[src/rtl/nvm_ctrl_pkg.sv]
// Constants shared by the nonvolatile memory write/status controller
package nvm_ctrl_pkg;
   localparam int ADDR_W = 15;
   localparam int DATA_W = 8;
   localparam int PAGE_W = 6;
   localparam int PAGE_BYTES = 64;
   localparam int CLK_PERIOD_NS = 4;
   // Device inactivity window after the last EEPROM write
   localparam int EE_INACT_US = 120;
   localparam int EE_INACT_CYC =
      (EE_INACT_US * 1000 + CLK_PERIOD_NS - 1) / CLK_PERIOD_NS;
   // Sector-erase gathering window, 100 us plus 20 percent
   localparam int ERASE_WIN_US = 120;
   localparam int ERASE_WIN_CYC =
      (ERASE_WIN_US * 1000 + CLK_PERIOD_NS - 1) / CLK_PERIOD_NS;
   localparam int POLL_LIMIT_DEF = 2500000;
   // Bus cycle widths in clocks
   localparam logic [3:0] WR_PULSE_CYC = 4'h2;
   localparam logic [3:0] RD_PULSE_CYC = 4'h3;
   // User commands
   localparam logic [2:0] CMD_EE_WRITE = 3'h0;
   localparam logic [2:0] CMD_LOCK_ON  = 3'h1;
   localparam logic [2:0] CMD_LOCK_OFF = 3'h2;
   localparam logic [2:0] CMD_OTP      = 3'h3;
   localparam logic [2:0] CMD_FL_PROG  = 3'h4;
   localparam logic [2:0] CMD_FL_ERASE = 3'h5;
   localparam logic [2:0] CMD_FL_RESET = 3'h6;
   // Command-sequence addresses and data bytes
   localparam logic [ADDR_W-1:0] SEQ_ADDR_A = 15'h0555;
   localparam logic [ADDR_W-1:0] SEQ_ADDR_B = 15'h0AAA;
   localparam logic [DATA_W-1:0] SEQ_D_FIRST  = 8'hAA;
   localparam logic [DATA_W-1:0] SEQ_D_SECOND = 8'h55;
   localparam logic [DATA_W-1:0] SEQ_D_LOCK   = 8'hA0;
   localparam logic [DATA_W-1:0] SEQ_D_SETUP  = 8'h80;
   localparam logic [DATA_W-1:0] SEQ_D_UNLOCK = 8'h20;
   localparam logic [DATA_W-1:0] SEQ_D_OTP    = 8'hB8;
   localparam logic [DATA_W-1:0] SEQ_D_PROG   = 8'hA0;
   localparam logic [DATA_W-1:0] SEQ_D_ERASE  = 8'h30;
   localparam logic [DATA_W-1:0] SEQ_D_RESET  = 8'hF0;
   // Status byte bit positions, then address bit positions (OTP_ZERO_BIT, PAGE_LSB)
   localparam int BIT_POLL   = 7;
   localparam int BIT_TOGGLE = 6;
   localparam int BIT_FAIL   = 5;
   localparam int BIT_ERWIN  = 3;
   localparam int OTP_ZERO_BIT = 6;
   localparam int PAGE_LSB = 6;

   // Number of command writes ahead of the data phase
   function automatic logic [2:0] prefixLen(input logic [2:0] cmd);
      unique case (cmd)
         CMD_LOCK_ON, CMD_OTP, CMD_FL_PROG: prefixLen = 3'h3;
         CMD_LOCK_OFF, CMD_FL_ERASE:        prefixLen = 3'h6;
         CMD_FL_RESET:                      prefixLen = 3'h1;
         default:                           prefixLen = 3'h0;
      endcase
   endfunction

   function automatic logic [ADDR_W-1:0] seqAddr(input logic [2:0] st);
      seqAddr = (st == 3'h1 || st == 3'h4) ? SEQ_ADDR_B : SEQ_ADDR_A;
   endfunction

   function automatic logic [DATA_W-1:0] seqData(input logic [2:0] cmd,
                                                 input logic [2:0] st);
      unique case (st)
         3'h0, 3'h3: seqData = SEQ_D_FIRST;
         3'h1, 3'h4: seqData = SEQ_D_SECOND;
         3'h2: begin
            unique case (cmd)
               CMD_LOCK_ON:  seqData = SEQ_D_LOCK;
               CMD_OTP:      seqData = SEQ_D_OTP;
               CMD_FL_PROG:  seqData = SEQ_D_PROG;
               default:      seqData = SEQ_D_SETUP;
            endcase
         end
         default: seqData = (cmd == CMD_FL_ERASE) ? SEQ_D_ERASE
                                                  : SEQ_D_UNLOCK;
      endcase
   endfunction
endpackage

[src/rtl/nvm_write_status_sequencer.sv]
// Host controller driving EEPROM/Flash writes and completion polling
// Contract
// Device holds erase window flag low ~100us after sector erase.
// EEPROM write starts when EEPROM select and write strobe coincide.
// Device stores EEPROM data after 120us without further writes.
// Device erases EEPROM internally; host never issues EEPROM erase.
// Device collects up to 64 page bytes before one storage.
// Host keeps A14..A6 fixed, under 120us between page writes.
// Page bytes may come in any order, A5..A0 pick slot.
// Page storage starts 120us after last write; status as byte.
// Locked mode stores EEPROM data only after unlock sequence.
// Lock enable is three fixed writes; locked writes repeat it.
// Lock disable is six fixed writes; only full sequence counts.
// Lock setting is nonvolatile across power cycles.
// During lock commands ready/busy low, toggle flag reports progress.
// Command writes hit different pages within 120us spacing.
// One-time row: three writes then data, A6 zero, A5..A0 byte.
// Device rejects one-time row writes while locked.
// Flash erases by sector or array; program only clears bits.
// Polling flag shows complement of bit 7 while programming.
// Failure flag set on timeout or programming a zero to one.
// During erase polling flag reads 0; failure flag means timeout.
// Toggling flag inverts each read until operation completes.
// On failure flag, host rereads toggle flag before declaring failure.
// Flags valid from fourth program pulse, sixth erase pulse.
// Failure flag clears only on reset command.
// Busy memory returns status byte instead of array data.
`timescale 1ns/10ps
module nvm_write_status_sequencer
   import nvm_ctrl_pkg::*;
   #(parameter int INACT_CYC  = EE_INACT_CYC,
     parameter int POLL_LIMIT = POLL_LIMIT_DEF)
   (input  wire logic              sys_clk,
    input  wire logic              rst,
    input  wire logic              loadEn,
    input  wire logic [PAGE_W-1:0] loadIdx,
    input  wire logic [DATA_W-1:0] loadData,
    input  wire logic              cmdValid,
    input  wire logic [2:0]        cmdCode,
    input  wire logic [ADDR_W-1:0] cmdAddr,
    input  wire logic [DATA_W-1:0] cmdData,
    input  wire logic [PAGE_W:0]   cmdCount,
    output logic                   cmdReady,
    output logic                   done,
    output logic                   failed,
    output logic [DATA_W-1:0]      lastStatus,
    output logic [ADDR_W-1:0]      busAddr,
    output logic [DATA_W-1:0]      busDataOut,
    input  wire logic [DATA_W-1:0] busDataIn,
    output logic                   busDataOe_n,
    output logic                   wrStrobe_n,
    output logic                   rdStrobe_n,
    output logic                   eeSel,
    output logic                   flSel);

   initial begin
      if (INACT_CYC < 4 || POLL_LIMIT < 4)
         $error("nvm_write_status_sequencer: counts too small");
   end

   typedef enum logic [7:0] {
      S_IDLE   = 8'b0000_0001,
      S_FETCH  = 8'b0000_0010,
      S_SETUP  = 8'b0000_0100,
      S_PULSE  = 8'b0000_1000,
      S_HOLD   = 8'b0001_0000,
      S_SETTLE = 8'b0010_0000,
      S_READ   = 8'b0100_0000,
      S_DONE   = 8'b1000_0000
   } state_t;

   state_t            state;
   logic [2:0]        cmd;
   logic [ADDR_W-1:0] addr;
   logic [DATA_W-1:0] data;
   logic [PAGE_W:0]   count;
   logic [PAGE_W:0]   step;
   logic [3:0]        phase;
   logic [31:0]       waitCnt;
   logic [31:0]       pollCnt;
   logic              havePrev;
   logic              recheck;
   logic [DATA_W-1:0] prev;
   logic [DATA_W-1:0] bufData;
   logic [PAGE_W:0]   pre;
   logic [PAGE_W:0]   total;
   logic              inData;
   logic              eeKind;
   logic [PAGE_W-1:0] slot;
   logic              sampleNow;
   logic [DATA_W-1:0] smp;
   logic              same;
   logic              finish;
   logic              fail;

   assign pre    = {{(PAGE_W-2){1'b0}}, prefixLen(cmd)};
   assign inData = (step >= pre);
   assign eeKind = (cmd != CMD_FL_PROG && cmd != CMD_FL_ERASE
                    && cmd != CMD_FL_RESET);
   assign slot   = PAGE_W'(step - pre);
   assign total  = pre + count;

   page_store #(.WIDTH(DATA_W), .DEPTH(PAGE_BYTES), .IDX_W(PAGE_W))
      staging (.sys_clk(sys_clk),
               .wrEn   (loadEn && state == S_IDLE),
               .wrIdx  (loadIdx),
               .wrData (loadData),
               .rdIdx  (slot),
               .rdData (bufData));

   // Command capture and sequencing
   always_ff @(posedge sys_clk or posedge rst) begin
      if (rst) begin
         state <= S_IDLE;
         cmd   <= CMD_EE_WRITE;
         addr  <= '0;
         data  <= '0;
         count <= '0;
         step  <= '0;
         phase <= '0;
      end else begin
         unique case (state)
            S_IDLE: begin
               if (cmdValid) begin
                  cmd   <= cmdCode;
                  addr  <= cmdAddr;
                  data  <= cmdData;
                  step  <= '0;
                  // Data phase length per command kind
                  if (cmdCode == CMD_FL_PROG)
                     count <= (PAGE_W+1)'(1);
                  else if (cmdCode == CMD_LOCK_OFF ||
                           cmdCode == CMD_FL_ERASE ||
                           cmdCode == CMD_FL_RESET)
                     count <= '0;
                  else
                     count <= cmdCount;
                  state <= S_FETCH;
               end
            end
            S_FETCH: state <= S_SETUP;
            S_SETUP: begin
               phase <= '0;
               state <= S_PULSE;
            end
            S_PULSE: begin
               phase <= phase + 4'h1;
               if (phase == WR_PULSE_CYC - 4'h1)
                  state <= S_HOLD;
            end
            S_HOLD: begin
               step <= step + (PAGE_W+1)'(1);
               if (step + (PAGE_W+1)'(1) < total)
                  state <= S_FETCH;
               else if (cmd == CMD_FL_RESET)
                  state <= S_DONE;
               else
                  state <= S_SETTLE;
            end
            S_SETTLE: begin
               phase <= '0;
               if (waitCnt == '0)
                  state <= S_READ;
            end
            S_READ: begin
               phase <= phase + 4'h1;
               if (phase == RD_PULSE_CYC - 4'h1) begin
                  phase <= '0;
                  if (finish)
                     state <= S_DONE;
                  else
                     state <= S_SETTLE;
               end
            end
            S_DONE:  state <= S_IDLE;
            default: state <= S_IDLE;
         endcase
      end
   end

   // Wait timer: storage window for EEPROM kinds, one cycle for flash before the first poll
   always_ff @(posedge sys_clk or posedge rst) begin
      if (rst)
         waitCnt <= '0;
      // storage wait
      else if (state == S_HOLD)
         waitCnt <= eeKind ? 32'(INACT_CYC) : 32'd1;
      else if (state == S_SETTLE && waitCnt != '0)
         waitCnt <= waitCnt - 32'd1;
   end

   // Toggle-flag poll decision
   assign sampleNow = (state == S_READ) && (phase == RD_PULSE_CYC - 4'h1);
   assign smp  = busDataIn;
   assign same = havePrev && (smp[BIT_TOGGLE] == prev[BIT_TOGGLE]);
   // confirm before failing
   assign fail = (havePrev && !same && recheck) ||
                 (pollCnt >= 32'(POLL_LIMIT));
   assign finish = same || fail;

   always_ff @(posedge sys_clk or posedge rst) begin
      if (rst) begin
         havePrev <= 1'b0;
         recheck  <= 1'b0;
         prev     <= '0;
         pollCnt  <= '0;
      end else if (state == S_IDLE) begin
         havePrev <= 1'b0;
         recheck  <= 1'b0;
         pollCnt  <= '0;
      end else if (sampleNow) begin
         // track toggling
         prev     <= smp;
         havePrev <= 1'b1;
         pollCnt  <= pollCnt + 32'd1;
         // failure flag seen
         if (havePrev && !same && smp[BIT_FAIL] && !eeKind)
            recheck <= 1'b1;
      end
   end

   // Pin drive
   always_ff @(posedge sys_clk or posedge rst) begin
      if (rst) begin
         busAddr     <= '0;
         busDataOut  <= '0;
         busDataOe_n <= 1'b1;
         wrStrobe_n  <= 1'b1;
         rdStrobe_n  <= 1'b1;
         eeSel       <= 1'b0;
         flSel       <= 1'b0;
      end else begin
         wrStrobe_n <= !(state == S_SETUP ||
                         (state == S_PULSE && phase != WR_PULSE_CYC-4'h1));
         rdStrobe_n <= !((state == S_SETTLE && waitCnt == '0) ||
                         (state == S_READ && phase != RD_PULSE_CYC-4'h1));
         if (state == S_FETCH) begin
            busDataOe_n <= 1'b0;
            // select with strobe
            eeSel <= eeKind;
            flSel <= !eeKind;
            if (!inData) begin
               // command prefix writes
               busAddr    <= (cmd == CMD_FL_RESET) ? addr
                           : (cmd == CMD_FL_ERASE && step == pre - 1'b1)
                           ? addr : seqAddr(step[2:0]);
               busDataOut <= (cmd == CMD_FL_RESET) ? SEQ_D_RESET
                           : seqData(cmd, step[2:0]);
            end else if (eeKind) begin
               // fixed page, slot from low bits
               busAddr    <= {addr[ADDR_W-1:PAGE_LSB], slot};
               // row address bit forced low
               if (cmd == CMD_OTP)
                  busAddr[OTP_ZERO_BIT] <= 1'b0;
            end else begin
               busAddr    <= addr;
               busDataOut <= data;
            end
         end else if (state == S_SETUP) begin
            // Staging data is valid one cycle after the slot moves
            if (inData && eeKind)
               busDataOut <= bufData;
         end else if (state == S_SETTLE || state == S_DONE) begin
            busDataOe_n <= 1'b1;
            // Poll reads stay on the last written location
            eeSel <= eeKind;
            flSel <= !eeKind;
         end else if (state == S_IDLE) begin
            busDataOe_n <= 1'b1;
            eeSel <= 1'b0;
            flSel <= 1'b0;
         end
      end
   end

   // Results
   always_ff @(posedge sys_clk or posedge rst) begin
      if (rst) begin
         cmdReady   <= 1'b0;
         done       <= 1'b0;
         failed     <= 1'b0;
         lastStatus <= '0;
      end else begin
         cmdReady <= (state == S_IDLE) && !cmdValid;
         done     <= (state == S_READ && sampleNow && finish) ||
                     (state == S_HOLD && cmd == CMD_FL_RESET &&
                      step + (PAGE_W+1)'(1) >= total);
         if (state == S_IDLE && cmdValid)
            failed <= 1'b0;
         else if (sampleNow && fail)
            failed <= 1'b1;
         if (sampleNow)
            lastStatus <= smp;
      end
   end

   // Checking helpers
   logic [7:0]        pulses;
   logic [31:0]       gap;
   always_ff @(posedge sys_clk or posedge rst) begin
      if (rst) begin
         pulses <= '0;
         gap    <= '0;
      end else if (state == S_IDLE) begin
         pulses <= '0;
         gap    <= '0;
      end else begin
         pulses <= pulses + 8'(wrStrobe_n && state == S_SETUP);
         gap    <= (state == S_SETUP) ? 32'd0 : gap + 32'd1;
      end
   end
endmodule

[src/rtl/page_store.sv]
// Page staging memory with registered read data
`timescale 1ns/10ps
module page_store
   #(parameter int WIDTH = 8,
     parameter int DEPTH = 64,
     parameter int IDX_W = 6)
   (input  wire logic             sys_clk,
    input  wire logic             wrEn,
    input  wire logic [IDX_W-1:0] wrIdx,
    input  wire logic [WIDTH-1:0] wrData,
    input  wire logic [IDX_W-1:0] rdIdx,
    output logic      [WIDTH-1:0] rdData);

   logic [WIDTH-1:0] mem [DEPTH];

   initial begin
      if (DEPTH > (1 << IDX_W) || WIDTH < 1)
         $error("page_store: DEPTH does not fit IDX_W");
   end

   always_ff @(posedge sys_clk) begin
      if (wrEn)
         mem[wrIdx] <= wrData;
   end

   always_ff @(posedge sys_clk) begin
      rdData <= mem[rdIdx];
   end
endmodule
[config.mk]
export PLATFORM = sky130hd
export DESIGN_NAME = nvm_write_status_sequencer
export DESIGN_NICKNAME = d
export VERILOG_FILES = /design/src/rtl/nvm_ctrl_pkg.sv /design/src/rtl/nvm_write_status_sequencer.sv /design/src/rtl/page_store.sv
export SDC_FILE = /design/constraint.sdc
export NUM_CORES = 1
export LEC_CHECK = 0
export ABC_CLOCK_PERIOD_IN_PS = 5500
export BUFFER_PORTS_ARGS = -buffer_cell sky130_fd_sc_hd__buf_2
export CAP_MARGIN = 20
export CELL_PAD_IN_SITES_DETAIL_PLACEMENT = 2
export CELL_PAD_IN_SITES_GLOBAL_PLACEMENT = 2
export CORE_ASPECT_RATIO = 0.75
export CORE_MARGIN = 8
export CORE_UTILIZATION = 42
export DETAILED_ROUTE_END_ITERATION = 16
export PLACE_DENSITY_LB_ADDON = 0.1
export SKIP_LAST_GASP = 1
export SLEW_MARGIN = 20
export SYNTH_ARGS = -nofsm -noshare
export SYNTH_HDL_FRONTEND = slang
export SYNTH_SLANG_ARGS = --single-unit
[constraint.sdc]
create_clock -name sys_clk -period 5.5 [get_ports sys_clk]
set_clock_uncertainty 0.2 [all_clocks]
set_input_delay 1.375 -clock sys_clk [delete_from_list [all_inputs] [get_ports sys_clk]]
set_output_delay 1.375 -clock sys_clk [all_outputs]
set_load 0.005 [all_outputs]
==> reports/summary.txt <==
R2r endpoint: staging.rdData[5]
Initial DRC Count: 1423
Commonest non-fill, non-tap cells in the layout: edfxtp_1 (512), nor2_1 (154), dfrtp_1 (154)
Largest stage delay on the critical path: 0.91 ns
Maximum clock frequency: 206 MHz
Total number of yosys warnings: 0
Top Family by Delay on Critical Path: compound AO/OA/AOI/OAI gates
Status: finished clean
Crit Path Max Fanout: 12
# setup viols final: 0
Post-CTS Resized: 0
EDFF count, synth: 512
Sw Share: 0.379
Initial antenna violation count: 8
Port Buffers: 97
Worst-case vdd ir drop: 553 uV
# rows: 82
Via-per-instance ratio: 5.93
Die Ht: 241 um
Worst setup margin: 0.650 ns
Worst path most repeated cell: inv_1
Largest net degree at the start of global routing: 159
CTS sink count: 678
DRC violations left: 0
R2r setup slk: 0.65 ns
Fin crit period: 4.85 ns
CP endpoint: staging.rdData[5]
Hold Fails Final Rpt: 0
Layout cell share with drive strength beyond 1: 0.234
Fillers: 6197
Grt total ovfl: 0
Worst Max-Slew Pin Slew: 1.12 ns
First-pass GRT wire length: 127000 um
Synth Register Bits: 678
Syn Nets: 1891
Final wirelength: 85500 um
Setup Fix Bufs, Post-CTS: 0
Slowest cell on the critical path: a2111oi_0
Design Area, Final: 32500 um^2
Io pins: 98
Synth Cell Area: 28500 um^2
Worst Reg-to-Reg Cells: 12
Placed Area: 30200 um^2
P&R area growth vs syn: 14.1%
Share of total power in the clock network: 0.232
Vias: 17028
Most common cell after layout, fill and taps aside: edfxtp_1
CP Launch Type: flop
Placement Setup Slack: 0.694 ns
CTS HTree Levels: 3
Bufs and invs on worst path: 3
Crit. Startpoint: cmd[0]
Combinational Power Share: 0.478
Critical Path Stages: 12
Crit path DAT: 5.12 ns
Yosys cell types: 74
PD cells: 648 nW/um^2
Register area share after synthesis: 0.685
Slew headroom: 0.254
TritonCTS clock tree: built
Routed length per instance: 29.8 um
Max-slew violations: 0
Clk buf depth: 3
Final period utilization: 0.882
CTS Hold Bufs: 0
Die ar.: 76400 um^2
Pint: 0.0131 W
Critical path cell sequence: inv_1 > or2_2 > o21ai_0 > inv_1 > ha_1 > xor2_2 > buf_4 > mux2_2 > nand4_1 > o31ai_1 > a2111oi_0 > nor3_1
Setup_tns: 0 ns
Worst path required time: 5.77 ns
Vias in the first global route: 18493
Initial core utilization: 0.425
Syn avg cell area: 15.8 um^2
Crit end category: flop
Number of CTS-inserted buffers: 71
Seq pwr share: 0.291
Critical R2R Launch: cmd[0]
Synth Flop Type: edfxtp_1
Root buffer cell: clkbuf_16
RSZ-0062 raised after global routing: no
Final ANT Viol Nets: 0
Clock transition at path regs: 0.06 ns
# nets final: 2021
Die X-Extent: 317 um
Clock latency at the later pin of the worst-skew pair: 0.62 ns
Tot GR Track Use: 0.225
Leakage Power: 11.4 nW
Crit path kind: flop to flop
FFs w/ async S/R, synth: 0.233
CORE AREA: 66900 um^2
Switching pwr: 0.00798 W
Synth Instances: 1805
Drt pass-1 iters: 5
Maxcap violations: 0
Detailed placement HPWL: 56600 um
Final Wtd Congestion: 0.800
Hold Crit Class: flop to flop
## worst reg2reg max path: stages, from the launching register on
cell,delay (ns)
dfrtp_1,0.55
inv_1,0.15
or2_2,0.32
o21ai_0,0.18
inv_1,0.08
ha_1,0.54
xor2_2,0.64
buf_4,0.40
mux2_2,0.41
nand4_1,0.11
o31ai_1,0.08
a2111oi_0,0.91
nor3_1,0.14
## registers in the layout (all words and copies together), names as in the netlist, 3 cells and up
signal,cells
state,8
cmd,3
waitCnt,32
staging.rdData,8
phase,4
staging.mem,512
addr,15
count,7
busDataOut,8
data,8
lastStatus,8
busAddr,15
step,7
pollCnt,32
## through the flow
stage / cells / hold WS (ns) / util / power (W)
6_report: 2873 / 0.279 / 0.485 / 0.0210
3_3_place_gp: 2744 / 0.250 / 0.451 / 0.0159
2_1_floorplan: 1805 / 0.250 / - / 0.0126
5_1_grt: 2872 / 0.300 / 0.485 / 0.0220
4_1_cts: 2872 / 0.280 / 0.485 / 0.0212
3_5_place_dp: 2744 / 0.262 / 0.451 / 0.0163
## final cells by class
type / count / area (um^2) / share of cell area
sequential: 678 / 19500 / 0.600
antenna: 1 / 2.50 / 0.0000771
multi-input combinational: 1009 / 8540 / 0.263
clock inverter: 33 / 353 / 0.0109
timing repair buffer: 143 / 893 / 0.0275
inverter: 32 / 124 / 0.00382
tap: 882 / 1100 / 0.0340
clock buffer: 95 / 1950 / 0.0600
## Yosys cell counts (18+ instances only)
library cell	count	area (um^2)
a21oi_1	43	215
and3_1	18	113
clkbuf_1	60	225
dfrtp_1	154	3850
edfxtp_1	512	15400
ha_1	25	313
inv_1	32	120
mux2_2	61	687
mux4_2	130	2930
nand2_1	142	533
nand3_1	52	260
nand4_1	22	138
nor2_1	154	578
nor3_1	30	150
o21ai_0	49	245
xnor2_1	28	245
xor2_1	38	333
## power by group through the flow
stage               clock (W)  sequential (W)  combinational, W
floorplan                   0         0.00608           0.00648
detailed placement          0         0.00622            0.0100
global route          0.00515         0.00614            0.0107
finish                0.00487         0.00611            0.0101
CTS                   0.00498         0.00612            0.0101
global placement            0         0.00620           0.00974
## metal layers
layer  vias to the layer above  global-route usage  share of wire
li1                       7281                   -              -
met3                       117              0.0347          0.047
met2                       419               0.357           0.47
met4                         0              0.0555          0.023
met1                      9211               0.327           0.46
met5                         -                   0              0
## how the worst min path moves through the flow
stage,from,end,slack (ns),cells past startpoint
after global placement,busAddr[1],busAddr[1],0.25,2
final,lastStatus[0],lastStatus[0],0.28,2
after CTS,lastStatus[0],lastStatus[0],0.28,2
after global routing,lastStatus[0],lastStatus[0],0.30,2
after detailed placement,lastStatus[0],lastStatus[0],0.26,2
after floorplan,count[0],count[0],0.25,2
## cells by family (layout without fill, tap and decap cells)
family	after synthesis	after routing	synth area share
compound gates	202	202	0.0483
xor+xnor	66	66	0.0203
fa+ha+maj	27	27	0.0124
buf+inv	118	303	0.0163
flops	678	678	0.685
mux	199	199	0.130
other cells	0	1	0
simple gates	515	515	0.0879
Note: power is estimated with default switching activity, not from simulation.
